$ cat config.mk
export PLATFORM = sky130hd
export DESIGN_NAME = gpio_ctl
export DESIGN_NICKNAME = d
export VERILOG_FILES = /design/src/rtl/gpio_ctl_pkg.sv /design/src/rtl/pin_sync_if.sv /design/src/rtl/gpio_ctl.sv /design/src/rtl/pin_sync.sv
export SDC_FILE = /design/constraint.sdc
export NUM_CORES = 1
export LEC_CHECK = 0
export ABC_AREA = 1
export BUFFER_PORTS_ARGS = -buffer_cell sky130_fd_sc_hd__clkbuf_2
export CAP_MARGIN = 10
export CORE_MARGIN = 2
export CORE_UTILIZATION = 50
export DETAILED_ROUTE_END_ITERATION = 8
export MAX_ROUTING_LAYER = met4
export PLACE_DENSITY = 0.87
export REMOVE_ABC_BUFFERS = 1
export SYNTH_ARGS = -nofsm -noshare
export SYNTH_HDL_FRONTEND = slang
export SYNTH_HIERARCHICAL = 1
export SYNTH_SLANG_ARGS = --single-unit
$ cat constraint.sdc
create_clock -name hclk -period 3.4 [get_ports hclk]
set_clock_uncertainty 0.1 [all_clocks]
set_input_delay 0.51 -clock hclk [delete_from_list [all_inputs] [get_ports hclk]]
set_output_delay 0.51 -clock hclk [all_outputs]
set_load 0.05 [all_outputs]
$ cat src/rtl/gpio_ctl_pkg.sv
// Register offsets, field positions and reset values for the GPIO control block
package gpio_ctl_pkg;
	// Printed offsets 0x0e and 0x0f are not multiples of four: they are indices
	localparam logic [7:0]  CTRL2_INDEX       = 8'h0e;
	localparam logic [7:0]  LEVEL_INDEX       = 8'h0f;
	localparam logic [9:0]  CTRL2_ADDR        = {CTRL2_INDEX, 2'h0};
	localparam logic [9:0]  LEVEL_ADDR        = {LEVEL_INDEX, 2'h0};
	// Own register for the GPIO output and output-enable words used by handed-over pins
	localparam logic [9:0]  PIN_DRIVE_ADDR    = 10'h040;
	localparam int          HIGH_OWN_MSB      = 15;
	localparam int          HIGH_OWN_LSB      = 14;
	localparam int          HOLD_DIR_N_BIT    = 13;
	localparam int          HOLD_OUT_BIT      = 12;
	localparam int          HOLD_IN_BIT       = 11;
	localparam int          RSVD10_BIT        = 10;
	localparam int          LED_TRI_BIT       = 9;
	localparam int          GPIO_COUNT        = 15;
	localparam logic [1:0]  OWN_GPIO_CODE     = 2'h3;
	localparam logic [15:0] CTRL2_RESET       = 16'h2400;
	localparam logic [15:0] CTRL2_WMASK       = 16'hf6ff;
	localparam logic [14:0] PIN_OUT_RESET     = 15'h0000;
	localparam logic [14:0] PIN_OE_RESET      = 15'h0000;
	localparam logic [1:0]  HTRANS_NONSEQ     = 2'h2;
endpackage : gpio_ctl_pkg

$ cat src/rtl/pin_sync_if.sv
// Carrier between the pin synchroniser and the register block
`timescale 1ns/1ps
interface pin_sync_if;
	logic [15:0] raw;
	logic [15:0] synced;
	modport sync (input raw, output synced);
	modport user (output raw, input synced);
endinterface : pin_sync_if

$ cat src/rtl/gpio_ctl.sv
// AHB-Lite register block for GPIO pin ownership, hold pin and pin level readback
`timescale 1ns/1ps
//Contract
// - Field 15:14 equal 11 hands GPIO12-14 to GPIO registers; resets 00.
// - Bit 13 is active-low hold pin direction; 1 input, resets 1.
// - Bit 12 value drives hold pin when output; resets 0.
// - Bit 11 reads sampled hold pin level; writes ignored.
// - Bit 9 set releases LED high drive to high impedance; resets 0.
// - Two-bit fields hand GPIO8-11 to GPIO registers with code 11.
// - Level readback bits 0-14 show GPIO0-14; bit 15 reserved.
// - Registers survive soft reset and are shared by all ports.
// - Per-pin output enable selects driving output value or input.
module gpio_ctl (
	// Clock and reset
	input  wire logic        hclk,
	input  wire logic        hresetn,
	// AHB-Lite slave
	input  wire logic        hsel,
	input  wire logic [31:0] haddr,
	input  wire logic [1:0]  htrans,
	input  wire logic        hwrite,
	input  wire logic [2:0]  hsize,
	input  wire logic [31:0] hwdata,
	input  wire logic        hready,
	output logic      [31:0] hrdata,
	output logic             hreadyout,
	output logic             hresp,
	// GPIO8 to GPIO14 pins, three signals each; GPIO0-7 levels are read only here
	input  wire logic [14:0] gpio_in,
	output logic      [14:8] gpio_out,
	output logic      [14:8] gpio_oe,
	// Low-power hold pin
	input  wire logic        low_power_hold_pin_in,
	output logic             low_power_hold_pin_out,
	output logic             low_power_hold_pin_oe,
	// LED drive option for the LED block
	output logic             led_tristate
);
	typedef struct packed {
		logic        wr_pend;
		logic [9:0]  wr_addr;
		logic [15:0] ctrl2;
		logic [14:0] pin_out;
		logic [14:0] pin_oe;
		logic [31:0] rdata;
	} ctl_state_t;

	ctl_state_t state_reg;
	ctl_state_t state_next;
	logic [14:8] owned;
	logic [15:0] level_word;
	logic        take;

	pin_sync_if sync_bus ();

	assign sync_bus.raw = {low_power_hold_pin_in, gpio_in};

	pin_sync u_pin_sync (
		.hclk    (hclk),
		.hresetn (hresetn),
		.pins    (sync_bus)
	);

	// Bit 15 reserved reads zero
	assign level_word = {1'b0, sync_bus.synced[14:0]};

	// Ownership per pin; GPIO12-14 share one field
	genvar i;
	generate
		for (i = 8; i < 15; i++) begin : g_own
			if (i >= 12) begin : g_high
				assign owned[i] = state_reg.ctrl2[gpio_ctl_pkg::HIGH_OWN_MSB:gpio_ctl_pkg::HIGH_OWN_LSB]
					== gpio_ctl_pkg::OWN_GPIO_CODE;
			end else begin : g_low
				assign owned[i] = state_reg.ctrl2[2*(i-8)+1:2*(i-8)] == gpio_ctl_pkg::OWN_GPIO_CODE;
			end
			// Reserved codes leave the pin undriven, the safe choice for an unknown board
			assign gpio_oe[i]  = owned[i] & state_reg.pin_oe[i];
			assign gpio_out[i] = state_reg.pin_out[i];
		end
	endgenerate

	assign take = hsel & hready & (htrans == gpio_ctl_pkg::HTRANS_NONSEQ);

	always_comb begin
		state_next         = state_reg;
		state_next.wr_pend = 1'b0;
		if (state_reg.wr_pend) begin
			case (state_reg.wr_addr)
				gpio_ctl_pkg::CTRL2_ADDR: begin
					// Read-only bit 11 and bit 8 keep their value; reserved bit 10 takes the written value
					state_next.ctrl2 = (hwdata[15:0] & gpio_ctl_pkg::CTRL2_WMASK)
						| (state_reg.ctrl2 & ~gpio_ctl_pkg::CTRL2_WMASK);
				end
				gpio_ctl_pkg::PIN_DRIVE_ADDR: begin
					state_next.pin_out = hwdata[14:0];
					state_next.pin_oe  = hwdata[30:16];
				end
				default: begin
					state_next.ctrl2 = state_reg.ctrl2;
				end
			endcase
		end
		if (take) begin
			state_next.wr_pend = hwrite;
			state_next.wr_addr = haddr[9:0];
			case (haddr[9:0])
				gpio_ctl_pkg::CTRL2_ADDR: begin
					state_next.rdata = {16'h0000, state_reg.ctrl2[15:12],
						sync_bus.synced[15], state_reg.ctrl2[10:0]};
				end
				gpio_ctl_pkg::LEVEL_ADDR: begin
					state_next.rdata = {16'h0000, level_word};
				end
				gpio_ctl_pkg::PIN_DRIVE_ADDR: begin
					state_next.rdata = {1'b0, state_reg.pin_oe, 1'b0, state_reg.pin_out};
				end
				default: begin
					state_next.rdata = 32'h0000_0000;
				end
			endcase
		end
	end

	// Only hresetn clears these; there is no soft reset path by design
	always_ff @(posedge hclk or negedge hresetn) begin
		if (!hresetn) begin
			state_reg         <= '0;
			state_reg.ctrl2   <= gpio_ctl_pkg::CTRL2_RESET;
			state_reg.pin_out <= gpio_ctl_pkg::PIN_OUT_RESET;
			state_reg.pin_oe  <= gpio_ctl_pkg::PIN_OE_RESET;
		end else begin
			state_reg <= state_next;
		end
	end

	assign hrdata    = state_reg.rdata;
	assign hreadyout = 1'b1;
	assign hresp     = 1'b0;

	assign low_power_hold_pin_oe  = ~state_reg.ctrl2[gpio_ctl_pkg::HOLD_DIR_N_BIT];
	assign low_power_hold_pin_out = state_reg.ctrl2[gpio_ctl_pkg::HOLD_OUT_BIT];
	assign led_tristate           = state_reg.ctrl2[gpio_ctl_pkg::LED_TRI_BIT];
endmodule : gpio_ctl

$ cat src/rtl/pin_sync.sv
// Two-stage synchroniser for the GPIO and hold pin levels
`timescale 1ns/1ps
module pin_sync (
	// Clock and reset
	input  wire logic hclk,
	input  wire logic hresetn,
	// Pin levels
	pin_sync_if.sync  pins
);
	typedef struct packed {
		logic [15:0] meta;
		logic [15:0] stable;
	} sync_state_t;

	sync_state_t state_reg;
	sync_state_t state_next;

	// Only the second stage is read outside
	always_comb begin
		state_next        = state_reg;
		state_next.meta   = pins.raw;
		state_next.stable = state_reg.meta;
	end

	always_ff @(posedge hclk or negedge hresetn) begin
		if (!hresetn) begin
			state_reg <= '0;
		end else begin
			state_reg <= state_next;
		end
	end

	assign pins.synced = state_reg.stable;
endmodule : pin_sync

Word-level counts from Yosys, hierarchy flattened
Cells that the tools add are included.

storage, ports and cells
  register bits after elaboration = 121
  input port bits = 90
  output and inout bits = 51
  word-level logic and storage cells = 34

operators by class
  eq/ne operators = 11
  mux-type cells = 2
  bitwise gates (word level) = 11
  reductions and logical operators = 2

operators with widths
  kind                                                                     count
  31-bit case mux with 3 select lines                                      1
  10-bit by 6-bit equality test with 1-bit output (second input constant)  3
  10-bit by 7-bit equality test with 1-bit output (second input constant)  2
  16-bit by 12-bit OR with 16-bit output                                   1
  2-bit equality test (second input constant)                              6
  11-bit two-way mux                                                       1
  1-bit AND                                                                9
  2-bit AND reduction                                                      2
  1-bit inverter                                                           1

Longest topological paths before layout
  depth in word-level cells = 3
  gate-level depth with buffers = 9
  depth with buffers taken out = 8

Cells and area by module
The synthesis kept the hierarchy.

by module, submodules not included
  module    times used  cells an instance  area an instance (um^2)  seq. area each (um^2)
  gpio_ctl  1           521                4177.8                   2154.6
  pin_sync  1           32                 800.8                    800.8

Worst setup path before layout
No wires, ideal clock.

  kind = register -> output
  start point = reg state_reg[76] in the netlist's numbering
  end point = out gpio_oe[12] in the netlist's numbering
  arrival = 1.071 ns
  data required time = 2.790 ns
  path slack = 1.719 ns
  cell stages (with the launch flop) = 3
  path buffers = 0
  cells stage by stage = dfrtp_1 -> nand2_1 -> nor2_1

on the way
  longest elaborated chain between the ends = 2

RTL lines
  item                      line             RTL
  start: declaration        gpio_ctl.sv:48   ctl_state_t state_reg;
  start signal: assignment  gpio_ctl.sv:133  state_reg <= state_next;
  2-bit equality test       gpio_ctl.sv:73   == gpio_ctl_pkg::OWN_GPIO_CODE;
  1-bit AND                 gpio_ctl.sv:78   assign gpio_oe[i] = owned[i] & state_reg.pin_oe[i];
  end: declaration          gpio_ctl.sv:31   output logic [14:8] gpio_oe,

No other way between the ends.

Final worst setup path
  start point = reg state_reg[80] in the netlist's numbering
  end point = reg state_reg[49] in the netlist's numbering

on the way
  longest elaborated chain between the ends = 2

RTL lines
  item                                             line            RTL
  10-bit by 7-bit equality test with 1-bit output  gpio_ctl.sv:89  case (state_reg.wr_addr)
  2-bit AND reduction (no line)                    n/a

No other way between the ends.
A chain may end at the register's enable or synchronous reset.

==> reports/qor.yml <==
sta:
  setup_violations: 0
  hold_violations: 13
  rsz0062_at_grt: "no"
  worst_slew_pin_slew_ns: 1.12
  slew_violations: 0
  setup_tns_ns: 0
  fin_crit_ns: 2.46
  post-route-period-util: 0.722
  hold-worst-slack_ns: -0.0180
  fin_ws_ns: 0.945
  maxSlewHeadroom: 0.251
  fmax_ghz: 0.407
yosys:
  synth_commonest_cells: "195 x nand2_1, 116 x dfrtp_1, 104 x nand3_1, 42 x buf_4, 20 x inv_1"
  synth_flop_cell: "dfrtp_1"
  avgSynthCellArea_um2: 9.00
  yosysWarnings: 6
  ys_seq_area_frac: 0.594
  synth_edf_count: 0
  yosysTopAreaCell: "dfrtp_1"
  async_flop_share: 1.00
  netlist_area_um2: 4980
  yosysMostFrequentCell: "nand2_1"
  yosysUniqueCellTypes: 21
  synth_top_area_frac: 0.583
  synthCells: 553
  synth_seq_cells: 118
  synthTopCellsByArea: "dfrtp_1 58%, nand2_1 15%, nand3_1 10%"
routing:
  wl_per_cell_um: 15.0
  routed_wl_um: 11800
  drcViolationCount: 0
  num_vias: 4022
  viasPerCell: 5.11
  ant_nets: 0
  first_iter_violations: 221
  drt_pre_antenna_iters: 5
setup_path:
  crit_arrival_ns: 2.75
  path_common_cell: "nand2_1"
  regToRegStartpoint: "state_reg[80]"
  crit_chain: "inv_1, nand2_1, nor4_2, buf_4, nand2_1, nand2_1, nand2_1"
  crit_cells: 7
  endpoint_kind: "flip-flop"
  r2r_cells: 7
  critical_path_buf_inv_count: 2
  cp_slowest_stage_delay_ns: 0.76
  slowest_stage: "nand2_1"
  critPathLaunchType: "flip-flop"
  worstSetupPathType: "reg -> reg"
  critPathMaxFanout: 31
  path_delay_family: "simple AND/OR/NAND/NOR gates"
  worst-r2r-setup-slack_ns: 0.94
  reg2reg_to: "state_reg[49]"
  cp.required_ns: 3.70
global_routing:
  track_usage: 0.243
  grt_pass1_vias: 4098
  antenna_found_initial: 0
  grt_pass1_wl_um: 19800
  overflow: 0
  grt_max_degree: 65
job:
  drv_cap: 0
pwr:
  ir_drop_mv: 0.390
  leakagePower_nw: 3.16
  p_total_mw: 3.54
  p_per_area_nw_per_um2: 578
finish:
  fin_area_um2: 6130
  drive_gt1_frac: 0.246
  fin_util: 0.630
  antenna_cells: 0
  stdcell_count: 787
  fin_nets: 731
  area_delta_synth_final_pct: 23.1
  largest_reg_flops: 46
worst_hold_path:
  min_path_type: "in -> async"
floorplanning:
  die_area_um2: 10800
  start_util: 0.512
  die_h_um: 104
  coreArea_um2: 9730
  die_w_um: 104
  row_count: 36
  io_pins: 141
clocking:
  clockRootBuffer: "clkbuf_8"
  htreeDepth: 4
  cts_tree: "yes"
  cts_buffers: 17
  postCtsSetupBuffers: 0
  clkSinkCount: 118
  clockBufferDepth: 2
  path_clk_slew_ns: 0.05
  insertion_delay_ns: 0.52
outcome:
  status: "complete, but fails checks"
  violations: "negative hold slack"
place:
  placedCellCount: 739
  dpl-instance-area_um2: 5380
  gp_congestion: 0.794
  io_buffers: 111
  dp.final_hpwl_um: 7400
  pre_cts_ws_ns: 0.844
layout make-up:
cell class,instances,area [µm²]
clock buffer,24,490
fill,839,3600
sequential,118,2960
inverter,20,75.1
tap,133,166
clock inverter,8,96.3
multi-input combinational,347,1540
timing repair buffer,137,806
cell families after synthesis:
family / share of synthesized area
other cells: 0.00151
buf+inv: 0.101
compound gates: 0.0254
flops: 0.594
simple gates: 0.279
report_power, final:
part	internal, mW	total [mW]	switching, mW
Clock	1.14	1.74	0.603
Combinational	0.0894	0.292	0.202
Sequential	1.47	1.51	0.0411
layout by cell type (no fill, tap or decap), types with 2 or more instances in the layout:
| cell | n |
|---|---|
| buf_4 | 10 |
| bufinv_16 | 2 |
| clkbuf_1 | 2 |
| clkbuf_16 | 16 |
| clkbuf_2 | 110 |
| clkbuf_8 | 6 |
| clkinv_2 | 4 |
| conb_1 | 3 |
| dfrtp_1 | 116 |
| dfstp_2 | 2 |
| dlygate4sd3_1 | 16 |
| inv_1 | 20 |
| nand2_1 | 195 |
| nand3_1 | 104 |
| nand4_1 | 2 |
| nor2_1 | 14 |
| nor2_4 | 2 |
| o21ai_0 | 13 |
| o31ai_1 | 7 |
routing by layer:
layer,vias up,wire (µm),track usage
met2,139,5850,0.391
met4,0,172,0.0994
met5,-,0,-
met1,1962,5140,0.304
li1,1904,-,-
met3,17,647,0.0478
worst max path at each step:
stage,end,start,slack [ns]
floorplan,gpio_out[10],state_reg[83],-0.91
global placement,hrdata[2],haddr[4],0.86
detailed placement,hrdata[10],haddr[4],0.84
CTS,state_reg[32],state_reg[80],0.93
global route,state_reg[53],state_reg[80],0.75
finish,state_reg[49],state_reg[80],0.94
timing repair:
action	4_1_cts	5_1_grt
resized for setup	0	0
hold endpoints to repair	16	0
hold buffers	16	0
Power figures use the tool's default switching activity.
